## config.mk

```make
export PLATFORM = sky130hd
export DESIGN_NAME = compact_timer
export DESIGN_NICKNAME = d
export VERILOG_FILES = /design/src/rtl/compact_timer_pkg.sv /design/src/rtl/compact_timer.sv
export SDC_FILE = /design/constraint.sdc
export NUM_CORES = 1
export LEC_CHECK = 0
export BUFFER_PORTS_ARGS = -buffer_cell sky130_fd_sc_hd__buf_2
export CAP_MARGIN = 15
export CELL_PAD_IN_SITES_DETAIL_PLACEMENT = 0
export CELL_PAD_IN_SITES_GLOBAL_PLACEMENT = 1
export CORE_ASPECT_RATIO = 0.7
export CORE_UTILIZATION = 40
export DETAILED_ROUTE_END_ITERATION = 6
export GPL_TIMING_DRIVEN = 1
export HOLD_SLACK_MARGIN = 0.08
export PLACE_DENSITY = 0.93
export SYNTH_ARGS = -nofsm -noshare
export SYNTH_HDL_FRONTEND = slang
export SYNTH_SLANG_ARGS = --single-unit
```

## constraint.sdc

```tcl
create_clock -name ref_clk -period 12.9 [get_ports ref_clk]
set_input_delay 1.29 -clock ref_clk [delete_from_list [all_inputs] [get_ports ref_clk]]
set_output_delay 1.29 -clock ref_clk [all_outputs]
set_load 0.02 [all_outputs]
```

## src/rtl/compact_timer_pkg.sv

```systemverilog
// Constants and types of the compact 10-bit timer with PWM.
// Assumes a 32-bit AHB-Lite slave with byte-wide registers in the low lanes.
package compact_timer_pkg;

    localparam int CNT_W = 10;
    localparam int P_W = 3;
    localparam int AW = 8;

    // Register byte addresses
    localparam logic [AW-1:0] OFF_CTRL0 = 8'h00;
    localparam logic [AW-1:0] OFF_CTRL1 = 8'h04;
    localparam logic [AW-1:0] OFF_CNT_LO = 8'h08;
    localparam logic [AW-1:0] OFF_CNT_HI = 8'h0c;
    localparam logic [AW-1:0] OFF_CMPA_LO = 8'h10;
    localparam logic [AW-1:0] OFF_CMPA_HI = 8'h14;
    localparam logic [AW-1:0] OFF_FLAGS = 8'h18;

    // Field positions
    localparam int CTRL0_P_LSB = 0;
    localparam int CTRL0_ON_BIT = 3;
    localparam int FLAG_A_BIT = 0;
    localparam int FLAG_P_BIT = 1;
    localparam int P_SHIFT = CNT_W - P_W;

    // Reset values
    localparam logic [7:0] RST_CTRL0 = 8'h00;
    localparam logic [7:0] RST_CTRL1 = 8'h00;
    localparam logic [CNT_W-1:0] RST_CMPA = 10'h000;
    localparam logic [CNT_W-1:0] RST_CNT = 10'h000;

    // Count that stands for a zero compare value: a full wrap
    localparam logic [CNT_W:0] FULL_COUNT = 11'h400;

    // Mode and pin action codes
    localparam logic [1:0] MODE_CMP = 2'b00;
    localparam logic [1:0] MODE_PWM = 2'b10;
    localparam logic [1:0] MODE_TIMER = 2'b11;
    localparam logic [1:0] ACT_NONE = 2'b00;
    localparam logic [1:0] ACT_LOW = 2'b01;
    localparam logic [1:0] ACT_HIGH = 2'b10;
    localparam logic [1:0] ACT_TOGGLE = 2'b11;
    localparam logic [1:0] ACT_ACTIVE = 2'b01;
    localparam logic [1:0] ACT_WAVE = 2'b10;

    // Bit layout equals the second control register
    typedef struct packed {
        logic [1:0] mode;
        logic [1:0] action;
        logic initLevel;
        logic invert;
        logic roleSwap;
        logic clearSel;
    } ctrl_s;

    typedef struct packed {
        logic pin;
        logic pinEnable;
        logic irqMatchA;
        logic irqMatchP;
    } timer_out_s;

    typedef struct packed {
        ctrl_s ctrl;
        logic counterOn;
        logic [P_W-1:0] compareP;
        logic [CNT_W-1:0] compareA;
        logic [CNT_W-1:0] counter;
        logic flagA;
        logic flagP;
        logic pinLevel;
        logic pinOut;
        logic dphWrite;
        logic [AW-1:0] dphAddr;
        logic [31:0] rdata;
    } state_s;

    localparam state_s STATE_RST = '{
        ctrl: ctrl_s'(RST_CTRL1),
        counterOn: RST_CTRL0[CTRL0_ON_BIT],
        compareP: RST_CTRL0[CTRL0_P_LSB +: P_W],
        compareA: RST_CMPA,
        counter: RST_CNT,
        default: '0
    };

endpackage : compact_timer_pkg

```

## src/rtl/compact_timer.sv

```systemverilog
// Compact 10-bit timer: compare match, PWM and plain timer modes.
// Assumes timerTick is a one-cycle enable from a clock selector on ref_clk,
// and counterPause is a level from logic on the same clock.
`timescale 1ns/1ps

module compact_timer (
    input wire logic ref_clk,
    input wire logic rst,
    input wire logic ce,
    input wire logic hsel,
    input wire logic [31:0] haddr,
    input wire logic [1:0] htrans,
    input wire logic hwrite,
    input wire logic [2:0] hsize,
    input wire logic [31:0] hwdata,
    input wire logic hready,
    output logic hreadyout,
    output logic hresp,
    output logic [31:0] hrdata,
    input wire logic timerTick,
    input wire logic counterPause,
    output compact_timer_pkg::timer_out_s timerOut
);
    import compact_timer_pkg::*;

    state_s stateReg;
    state_s stateNext;
    logic onRise;
    logic countEn;
    logic matchAEv;
    logic matchPEv;
    logic [CNT_W:0] nextCnt;
    logic [CNT_W:0] pTarget;
    logic [CNT_W:0] period;
    logic aHit;
    logic pHit;
    logic clearCnt;
    logic isPwm;
    logic isCmp;

    // -------------------------------------------------------------
    // Helpers
    // -------------------------------------------------------------
    // P compares with the top three bits, so zero means a full wrap
    function automatic logic [CNT_W:0] pTargetOf(input logic [P_W-1:0] p);
        if (p == '0) begin
            return FULL_COUNT;
        end
        return {1'b0, p, {P_SHIFT{1'b0}}};
    endfunction : pTargetOf

    // Pin level follows the whole state, so it stays consistent when frozen
    function automatic logic pinDrive(input state_s st);
        logic [CNT_W:0] duty;
        logic active;
        logic lvl;
        duty = st.ctrl.roleSwap ? pTargetOf(st.compareP) : {1'b0, st.compareA};
        active = {1'b0, st.counter} < duty;
        if (st.ctrl.mode == MODE_PWM) begin
            unique case (st.ctrl.action)
                ACT_ACTIVE: active = 1'b1;
                ACT_WAVE: active = active;
                default: active = 1'b0;
            endcase
            lvl = active ? st.ctrl.initLevel : ~st.ctrl.initLevel;
        end else begin
            lvl = st.pinLevel;
        end
        return lvl ^ st.ctrl.invert;
    endfunction : pinDrive

    function automatic logic [31:0] readMux(input state_s st, input logic [AW-1:0] a);
        logic [31:0] d;
        d = '0;
        unique case (a)
            OFF_CTRL0: begin
                d[CTRL0_ON_BIT] = st.counterOn;
                d[CTRL0_P_LSB +: P_W] = st.compareP;
            end
            OFF_CTRL1: d[7:0] = st.ctrl;
            OFF_CNT_LO: d[7:0] = st.counter[7:0];
            OFF_CNT_HI: d[1:0] = st.counter[9:8];
            OFF_CMPA_LO: d[7:0] = st.compareA[7:0];
            OFF_CMPA_HI: d[1:0] = st.compareA[9:8];
            OFF_FLAGS: begin
                d[FLAG_A_BIT] = st.flagA;
                d[FLAG_P_BIT] = st.flagP;
            end
            default: d = '0;
        endcase
        return d;
    endfunction : readMux

    // -------------------------------------------------------------
    // Next state
    // -------------------------------------------------------------
    assign isPwm = stateReg.ctrl.mode == MODE_PWM;
    assign isCmp = !isPwm && stateReg.ctrl.mode != MODE_TIMER;

    always_comb begin
        stateNext = stateReg;
        matchAEv = 1'b0;
        matchPEv = 1'b0;
        clearCnt = 1'b0;
        period = FULL_COUNT;

        // Write data phase; only the low byte lane carries data
        if (stateReg.dphWrite) begin
            case (stateReg.dphAddr)
                OFF_CTRL0: begin
                    stateNext.counterOn = hwdata[CTRL0_ON_BIT];
                    stateNext.compareP = hwdata[CTRL0_P_LSB +: P_W];
                end
                OFF_CTRL1: stateNext.ctrl = ctrl_s'(hwdata[7:0]);
                OFF_CMPA_LO: stateNext.compareA[7:0] = hwdata[7:0];
                OFF_CMPA_HI: stateNext.compareA[9:8] = hwdata[1:0];
                OFF_FLAGS: begin
                    if (hwdata[FLAG_A_BIT]) begin
                        stateNext.flagA = 1'b0;
                    end
                    if (hwdata[FLAG_P_BIT]) begin
                        stateNext.flagP = 1'b0;
                    end
                end
                default: ;
            endcase
        end

        onRise = stateNext.counterOn && !stateReg.counterOn;
        countEn = stateReg.counterOn && !counterPause && timerTick;
        nextCnt = {1'b0, stateReg.counter} + 11'd1;
        pTarget = pTargetOf(stateReg.compareP);
        // A zero compare A never matches; the count just wraps
        aHit = stateReg.compareA != '0 && nextCnt == {1'b0, stateReg.compareA};
        pHit = nextCnt == pTarget;

        if (isPwm) begin
            // Clear-source select plays no part here
            if (stateReg.ctrl.roleSwap) begin
                period = aHit ? nextCnt : FULL_COUNT;
            end else begin
                period = pTarget;
            end
            clearCnt = nextCnt == period || nextCnt == FULL_COUNT;
        end else if (stateReg.ctrl.clearSel) begin
            clearCnt = aHit || nextCnt == FULL_COUNT;
        end else begin
            clearCnt = pHit;
        end

        if (onRise) begin
            stateNext.counter = '0;
            if (stateNext.ctrl.mode != MODE_TIMER) begin
                stateNext.pinLevel = stateNext.ctrl.initLevel;
            end
        end else if (countEn) begin
            matchAEv = aHit;
            matchPEv = pHit && (isPwm || !stateReg.ctrl.clearSel);
            stateNext.counter = clearCnt ? '0 : nextCnt[CNT_W-1:0];
            if (isCmp && aHit) begin
                unique case (stateReg.ctrl.action)
                    ACT_LOW: stateNext.pinLevel = 1'b0;
                    ACT_HIGH: stateNext.pinLevel = 1'b1;
                    ACT_TOGGLE: stateNext.pinLevel = ~stateReg.pinLevel;
                    ACT_NONE: stateNext.pinLevel = stateReg.pinLevel;
                endcase
            end
        end

        // A match in the clearing cycle still sets the flag
        stateNext.flagA = stateNext.flagA | matchAEv;
        stateNext.flagP = stateNext.flagP | matchPEv;
        stateNext.pinOut = pinDrive(stateNext);

        // Address phase; read data is latched for the data phase
        stateNext.dphWrite = hsel && htrans[1] && hwrite && hready;
        stateNext.dphAddr = haddr[AW-1:0];
        stateNext.rdata = readMux(stateNext, haddr[AW-1:0]);
    end

    always_ff @(posedge ref_clk) begin
        if (rst) begin
            stateReg <= STATE_RST;
        end else if (ce) begin
            stateReg <= stateNext;
        end
    end

    // -------------------------------------------------------------
    // Outputs
    // -------------------------------------------------------------
    // Wait states while frozen keep the bus from losing a transfer
    assign hreadyout = ce;
    assign hresp = 1'b0;
    assign hrdata = stateReg.rdata;
    assign timerOut.pin = stateReg.pinOut;
    assign timerOut.pinEnable = stateReg.ctrl.mode != MODE_TIMER;
    assign timerOut.irqMatchA = stateReg.flagA;
    assign timerOut.irqMatchP = stateReg.flagP;
endmodule : compact_timer

```

==> results.sh, run 1 <==
export IMPL_run_status="finished clean"
export IMPL_number_of_cells_upsized_or_downsized_after_cts=0
export IMPL_cp_arrival_ps=6830
export IMPL_grt_pass1_wl_um=21200
export IMPL_cp_required_ps=13140
export IMPL_placement_cell_area_um2=4430
export IMPL_post_synth_instance_area_um2=4400
export IMPL_synth_warning_count=0
export IMPL_cap_violations=0
export IMPL_pin_count=115
export IMPL_final_setup_viol_count=0
export IMPL_regToRegEndpoint="timerOut[3]$_SDFFE_PP0P_"
export IMPL_port_buffers=37
export IMPL_placedCellCount=724
export IMPL_worst_r2r_startpoint="stateReg[45]$_SDFFE_PP0P_"
export IMPL_drt_antenna_violating_nets=0
export IMPL_start_util=0.419
export IMPL_ctsHtreeMaxLevel=2
export IMPL_report_final_hold_viol_count=0
export IMPL_hold_path_class="register to register"
export IMPL_cts_tree="done"
export IMPL_postSynthCellCount=590
export IMPL_final_instance_count_excl_fill=733
export IMPL_mean_number_of_vias_per_cell=6.05
export IMPL_critPathSlowestCell="sky130_fd_sc_hd__nor2_1"
export IMPL_wl_per_cell_um=18.9
export IMPL_design_die_area_um2=11400
export IMPL_num_vias=4434
export IMPL_critical_path_cell_chain="ha_1, and4_1, nand3_1, xor2_1, o311ai_0, or4_1, a32o_1, nor2_1, nor2_1, a22oi_1, nor2_1, ha_1, a21o_1, a21oi_1, o21ai_0, nor3_1, o21ai_0, o21bai_1, a22o_1, nand3_1"
export IMPL_setup_total_negative_slack_ps=0
export IMPL_worst_path_dominant_cell_family="simple AND/OR/NAND/NOR gates"
export IMPL_n_antenna_cell=0
export IMPL_power_leakage_nw=1.78
export IMPL_max_transition_viols_final=0
export IMPL_min_delay_path_depth=2
export IMPL_placeableCoreArea_um2=10500
export IMPL_ctsLongestPathBuffers=2
export IMPL_area_delta_synth_final_pct=4.29
export IMPL_detail_route_first_pass_iterations=5
export IMPL_largest_net_degree_at_the_start_of_global_routing=59
export IMPL_grt_pass1_vias=3790
export IMPL_critical_path_n_buffers_inverters=0
export IMPL_number_of_antenna_violations_at_the_first_check_in_global_routing=0
export IMPL_drive_above_1_share=0.111
export IMPL_cts_hold_buffers_added=0
export IMPL_finalCoreUtilization=0.437
export IMPL_worst_margin_pin_slew_ps=1110
export IMPL_ys_flop_type="sky130_fd_sc_hd__dfxtp_1"
export IMPL_horizontal_die_dimension_um=127
export IMPL_place_gp_congestion=0.929
export IMPL_min_to="timerOut[3]$_SDFFE_PP0P_"
export IMPL_worstSetupStartpointType="register"
export IMPL_syn_avg_cell_area_um2=7.46
export IMPL_setup_skew_ps=5.35
export IMPL_cts_reportedPaths_clkPinSlew_ps=70
export IMPL_yosys_top_cells_count="sky130_fd_sc_hd__nand2_1, sky130_fd_sc_hd__nor2_1, sky130_fd_sc_hd__dfxtp_1"
export IMPL_critPathCaptureType="register"
export IMPL_yosysTopAreaCell="sky130_fd_sc_hd__dfxtp_1"
export IMPL_grt_total_usage=0.240
export IMPL_clock_latency_ps=300
export IMPL_fillCellCount=1073
export IMPL_synth_edf_count=0
export IMPL_dpl_hpwl_um=10300
export IMPL_reg2regPathDepth=20
export IMPL_final_cell_area_um2=4590
export IMPL_setup_repair_after_global_routing_missed_its_margin="no"
export IMPL_vdd_drop_max_mv=0.0567
export IMPL_cts_num_sinks=53
export IMPL_finalCriticalPeriod_ps=6590
export IMPL_post_synth_num_cell_types=64
export IMPL_max_freq_mhz=152
export IMPL_critical_path_top_cell_by_count="sky130_fd_sc_hd__nor2_1"
export IMPL_synth_top_cell_area_share=0.241
export IMPL_worst_path_largest_cell_delay_ps=680
export IMPL_min_period_over_period=0.511
export IMPL_postSynth_asyncResetShare=0
export IMPL_regToRegSetupSlack_ps=6310
export IMPL_row_count=31
export IMPL_ctsRootBufferMaster="sky130_fd_sc_hd__clkbuf_16"
export IMPL_timing_worst_setup_path_type="register to register"
export IMPL_drt_wirelength_um=13800
export IMPL_remaining_drc_errors=0
export IMPL_hp_start="timerOut[3]$_SDFFE_PP0P_"
export IMPL_crit_start="stateReg[45]$_SDFFE_PP0P_"
export IMPL_layout_nets=673
export IMPL_first_iter_violations=554
export IMPL_slew_headroom=0.256
export IMPL_grt_overflow_total=0
export IMPL_critical_path_peak_fanout=13
export IMPL_postCtsSetupBuffers=0
export IMPL_synth_seq_cells=53
export IMPL_die_height_um=89.8
export IMPL_sequential_to_total_area_share_from_yosys_stat=0.241
export IMPL_yosys_top_cells_area="sky130_fd_sc_hd__dfxtp_1, sky130_fd_sc_hd__mux2i_1, sky130_fd_sc_hd__buf_4"
export IMPL_cellPowerDensity_nw_per_um2=79.4
export IMPL_numCtsBuffers=5
export IMPL_yosysMostFrequentCell="sky130_fd_sc_hd__nand2_1"
==> registers in the layout (all words and copies together) (netlist names) <==
name / count
hrdata: 8
timerOut: 3
stateReg: 42
==> cell type report <==
class,count,area (um2),share of cell area
Timing Repair Buffer,42,223,0.0485
Inverter,9,33.8,0.00736
Sequential cell,53,1060,0.231
Multi-Input combinational cell,473,2940,0.640
Clock inverter,2,13.8,0.00300
Clock buffer,6,139,0.0302
Tap cell,148,185,0.0403
==> worst register-to-register path, delay by kind of cell (launching register included) <==
family	cells	cell delay [ps]
AO/OA/AOI/OAI	9	2140
XOR/XNOR	1	220
adder cells (fa/ha/maj)	2	970
flip-flops	1	600
AND/OR/NAND/NOR	8	2610
==> power breakdown <==
group	leakage [nW]	switching (W)	internal, W
clock	0.0768	0.0000658	0.0000775
combinational	1.27	0.0000339	0.0000159
sequential	0.431	0.00000410	0.000168
==> per-stage QoR <==
stage | total power (W) | setup slack, ps | hold WS, ps
6_report | 0.000365 | 6310 | 465
5_1_grt | 0.000377 | 6150 | 501
4_1_cts | 0.000364 | 6640 | 469
3_5_place_dp | 0.000224 | 6680 | 450
3_3_place_gp | 0.000223 | 6800 | 444
2_1_floorplan | 0.000216 | 8730 | 427
==> layout by cell type (no fill, tap or decap), types with 6 or more instances in the layout <==
master                     instances
sky130_fd_sc_hd__a211oi_1         12
sky130_fd_sc_hd__a21oi_1          32
sky130_fd_sc_hd__a22oi_1           8
sky130_fd_sc_hd__and3_1            8
sky130_fd_sc_hd__buf_2            37
sky130_fd_sc_hd__conb_1           25
sky130_fd_sc_hd__dfxtp_1          53
sky130_fd_sc_hd__ha_1             12
sky130_fd_sc_hd__inv_1             8
sky130_fd_sc_hd__mux2_2            8
sky130_fd_sc_hd__mux2i_1          35
sky130_fd_sc_hd__nand2_1          67
sky130_fd_sc_hd__nand2b_1         10
sky130_fd_sc_hd__nand3_1          37
sky130_fd_sc_hd__nand4_1           8
sky130_fd_sc_hd__nor2_1           56
sky130_fd_sc_hd__nor2b_1           8
sky130_fd_sc_hd__nor3_1           12
sky130_fd_sc_hd__nor4_1            7
sky130_fd_sc_hd__o211ai_1          7
sky130_fd_sc_hd__o21ai_0          27
sky130_fd_sc_hd__o21ai_1           6
sky130_fd_sc_hd__xnor2_1           8
sky130_fd_sc_hd__xor2_1            9
==> routing by layer <==
layer | global-route usage | vias up | part of all wire
met3 | 0.0476 | 13 | 0.11
met5 | 0 | - | 0
met1 | 0.387 | 2121 | 0.50
li1 | - | 2054 | -
met2 | 0.315 | 246 | 0.39
met4 | 0.0486 | 0 | 0.0099
==> how the worst max path moves through the flow <==
| stage | to | slack (ps) | depth (start not counted) |
|---|---|---|---|
| floorplan | timerOut[3]$_SDFFE_PP0P_ | 8730 | 21 |
| global placement | timerOut[3]$_SDFFE_PP0P_ | 6800 | 19 |
| detailed placement | timerOut[3]$_SDFFE_PP0P_ | 6680 | 20 |
| CTS | timerOut[3]$_SDFFE_PP0P_ | 6640 | 20 |
| global route | timerOut[3]$_SDFFE_PP0P_ | 6150 | 20 |
| finish | timerOut[3]$_SDFFE_PP0P_ | 6310 | 20 |
==> logic make-up after synthesis <==
group                    synth area share
buffers and inverters               0.113
flip-flops                          0.241
multiplexers                        0.110
XOR/XNOR                           0.0389
AO/OA/AOI/OAI                       0.189
other                            0.000852
AND/OR/NAND/NOR                     0.273
adder cells (fa/ha/maj)            0.0341
Note: power is estimated with default switching activity, not from simulation.
==> inputs of run 2 (changes only) <==
--- a/config.mk
+++ b/config.mk
@@ -10,11 +10,11 @@
 export CELL_PAD_IN_SITES_DETAIL_PLACEMENT = 0
 export CELL_PAD_IN_SITES_GLOBAL_PLACEMENT = 1
 export CORE_ASPECT_RATIO = 0.7
-export CORE_UTILIZATION = 40
+export CORE_UTILIZATION = 39
 export DETAILED_ROUTE_END_ITERATION = 6
 export GPL_TIMING_DRIVEN = 1
 export HOLD_SLACK_MARGIN = 0.08
-export PLACE_DENSITY = 0.93
+export PLACE_DENSITY = 0.91
 export SYNTH_ARGS = -nofsm -noshare
 export SYNTH_HDL_FRONTEND = slang
 export SYNTH_SLANG_ARGS = --single-unit
==> constraint.sdc (replaced) <==
create_clock -name ref_clk -period 6.6 [get_ports ref_clk]
set_input_delay 0.66 -clock ref_clk [delete_from_list [all_inputs] [get_ports ref_clk]]
set_output_delay 0.66 -clock ref_clk [all_outputs]
set_load 0.02 [all_outputs]
==> run 2 against run 1 <==
Effect of this change: clock power up 100%; clock skew up 1.0 ps; worst hold slack better by 2.3 ps; cell count up 1.1%; sequential share of layout area down 0.19 points; worst setup slack worse by 5400 ps; power up 99%; via count down 0.70%; global-route usage about the same; combinational power up 95%; critical endpoint unchanged; largest cell class unchanged; largest power group unchanged.
==> results.sh, run 2 (same netlist as run 1, synthesis figures left out) <==
export IMPL_run_status="finished clean"
export IMPL_hold_path_class="register to register"
export IMPL_area_delta_synth_final_pct=5.14
export IMPL_setup_skew_ps=6.40
export IMPL_regToRegSetupSlack_ps=930
export IMPL_number_of_antenna_violations_at_the_first_check_in_global_routing=0
export IMPL_setup_total_negative_slack_ps=0
export IMPL_regToRegEndpoint="timerOut[3]$_SDFFE_PP0P_"
export IMPL_reg2regPathDepth=20
export IMPL_mean_number_of_vias_per_cell=5.94
export IMPL_pin_count=115
export IMPL_fillCellCount=1126
export IMPL_cts_tree="done"
export IMPL_ctsHtreeMaxLevel=2
export IMPL_placedCellCount=732
export IMPL_grt_overflow_total=0
export IMPL_finalCoreUtilization=0.420
export IMPL_cellPowerDensity_nw_per_um2=157
export IMPL_worst_path_largest_cell_delay_ps=660
export IMPL_cts_reportedPaths_clkPinSlew_ps=80
export IMPL_n_antenna_cell=0
export IMPL_design_die_area_um2=11700
export IMPL_power_leakage_nw=1.80
export IMPL_setup_ws_ps=928
export IMPL_worst_r2r_startpoint="stateReg[45]$_SDFFE_PP0P_"
export IMPL_cts_num_sinks=53
export IMPL_grt_total_usage=0.240
export IMPL_ctsRootBufferMaster="sky130_fd_sc_hd__clkbuf_16"
export IMPL_cp_required_ps=6850
export IMPL_min_delay_path_depth=2
export IMPL_largest_net_degree_at_the_start_of_global_routing=59
export IMPL_cp_arrival_ps=5920
export IMPL_drive_above_1_share=0.116
export IMPL_critPathCaptureType="register"
export IMPL_placeableCoreArea_um2=11000
export IMPL_start_util=0.400
export IMPL_timing_worst_setup_path_type="register to register"
export IMPL_layout_commonest_cell="sky130_fd_sc_hd__nand2_1"
export IMPL_number_of_cells_upsized_or_downsized_after_cts=0
export IMPL_horizontal_die_dimension_um=129
export IMPL_max_freq_mhz=176
export IMPL_worstSetupStartpointType="register"
export IMPL_dpl_hpwl_um=10500
export IMPL_die_height_um=90.9
export IMPL_setup_repair_after_global_routing_missed_its_margin="no"
export IMPL_final_cell_mix="sky130_fd_sc_hd__nand2_1, sky130_fd_sc_hd__nor2_1, sky130_fd_sc_hd__dfxtp_1"
export IMPL_max_flop_register="stateReg"
export IMPL_layout_nets=676
export IMPL_numCtsBuffers=5
export IMPL_place_gp_congestion=0.945
export IMPL_remaining_drc_errors=0
export IMPL_vdd_drop_max_mv=0.108
export IMPL_max_transition_viols_final=0
export IMPL_critical_path_n_buffers_inverters=0
export IMPL_worst_margin_pin_slew_ps=1060
export IMPL_finalCriticalPeriod_ps=5670
export IMPL_timing_hold_ws_ps=467
export IMPL_drt_antenna_violating_nets=0
export IMPL_critical_path_cell_chain="ha_1, nor4bb_1, o21ai_0, and3_1, o31ai_1, or4_1, a32o_1, nor2_1, nor2_1, a22oi_1, nor2_1, ha_1, a21o_1, a21oi_1, o21ai_0, nor3_1, o21ai_0, o21bai_1, a22o_1, nand3_1"
export IMPL_placement_setup_worst_slack_ps=1090
export IMPL_row_count=32
export IMPL_final_instance_count_excl_fill=741
export IMPL_wl_per_cell_um=18.7
export IMPL_critical_path_peak_fanout=13
export IMPL_min_period_over_period=0.859
export IMPL_detail_route_first_pass_iterations=5
export IMPL_grt_pass1_vias=3850
export IMPL_min_to="timerOut[3]$_SDFFE_PP0P_"
export IMPL_cts_hold_buffers_added=0
export IMPL_drt_wirelength_um=13900
export IMPL_final_setup_viol_count=0
export IMPL_worst_path_dominant_cell_family="compound AO/OA/AOI/OAI gates"
export IMPL_cap_violations=0
export IMPL_report_final_hold_viol_count=0
export IMPL_clock_latency_ps=310
export IMPL_slew_headroom=0.284
export IMPL_max_ffs_per_register=42
export IMPL_ctsLongestPathBuffers=2
export IMPL_grt_pass1_wl_um=21400
export IMPL_port_buffers=37
export IMPL_hp_start="timerOut[3]$_SDFFE_PP0P_"
export IMPL_postCtsSetupBuffers=0
export IMPL_first_iter_violations=502
export IMPL_num_vias=4403
export IMPL_critPathSlowestCell="sky130_fd_sc_hd__nor2_1"
[run 2: metal layers]
metal,track usage,vias to the layer above,part of all wire
met1,0.377,2106,0.48
met2,0.319,222,0.40
met5,0,-,0
met4,0.0382,0,0.0090
met3,0.0646,12,0.12
li1,-,2063,-
[run 2: area by class of cell]
type,instances,area (um2),share of cell area
inverters,9,33.8,0.00730
clock inverters,1,5.00,0.00108
flip-flops and latches,53,1060,0.229
multi-input cells,473,2940,0.634
repair buffers,45,249,0.0538
clock buffers,7,153,0.0330
well taps,153,191,0.0414
[run 2: worst max-delay path by stage]
stage	slack, ps	cells after the start	from	endpoint
finish	930	20	stateReg[45]$_SDFFE_PP0P_	timerOut[3]$_SDFFE_PP0P_
global route	420	20	stateReg[45]$_SDFFE_PP0P_	timerOut[3]$_SDFFE_PP0P_
CTS	1080	20	stateReg[45]$_SDFFE_PP0P_	timerOut[3]$_SDFFE_PP0P_
detailed placement	1090	20	stateReg[45]$_SDFFE_PP0P_	timerOut[3]$_SDFFE_PP0P_
global placement	1280	21	stateReg[45]$_SDFFE_PP0P_	timerOut[3]$_SDFFE_PP0P_
floorplan	2430	21	stateReg[49]$_SDFFE_PP0P_	timerOut[3]$_SDFFE_PP0P_
[run 2: through the flow]
| step | total power [W] | cell area, um2 |
|---|---|---|
| final | 0.000725 | 4630 |
| after floorplan | 0.000422 | 4490 |
| after CTS | 0.000722 | 4620 |
| after global routing | 0.000745 | 4630 |
| after detailed placement | 0.000438 | 4460 |
| after global placement | 0.000436 | 4460 |
[run 2: tightest hold or removal path, delay by kind of cell, from the launching register on]
| kind | cells | cell delay (ps) |
|---|---|---|
| flip-flops | 1 | 330 |
| AND/OR/NAND/NOR | 2 | 100 |
[run 2: report_power, final]
group | internal (W) | switching [W]
clock network | 0.000161 | 0.000131
registers | 0.000327 | 0.00000840
logic | 0.0000312 | 0.0000658
total | 0.000520 | 0.000205
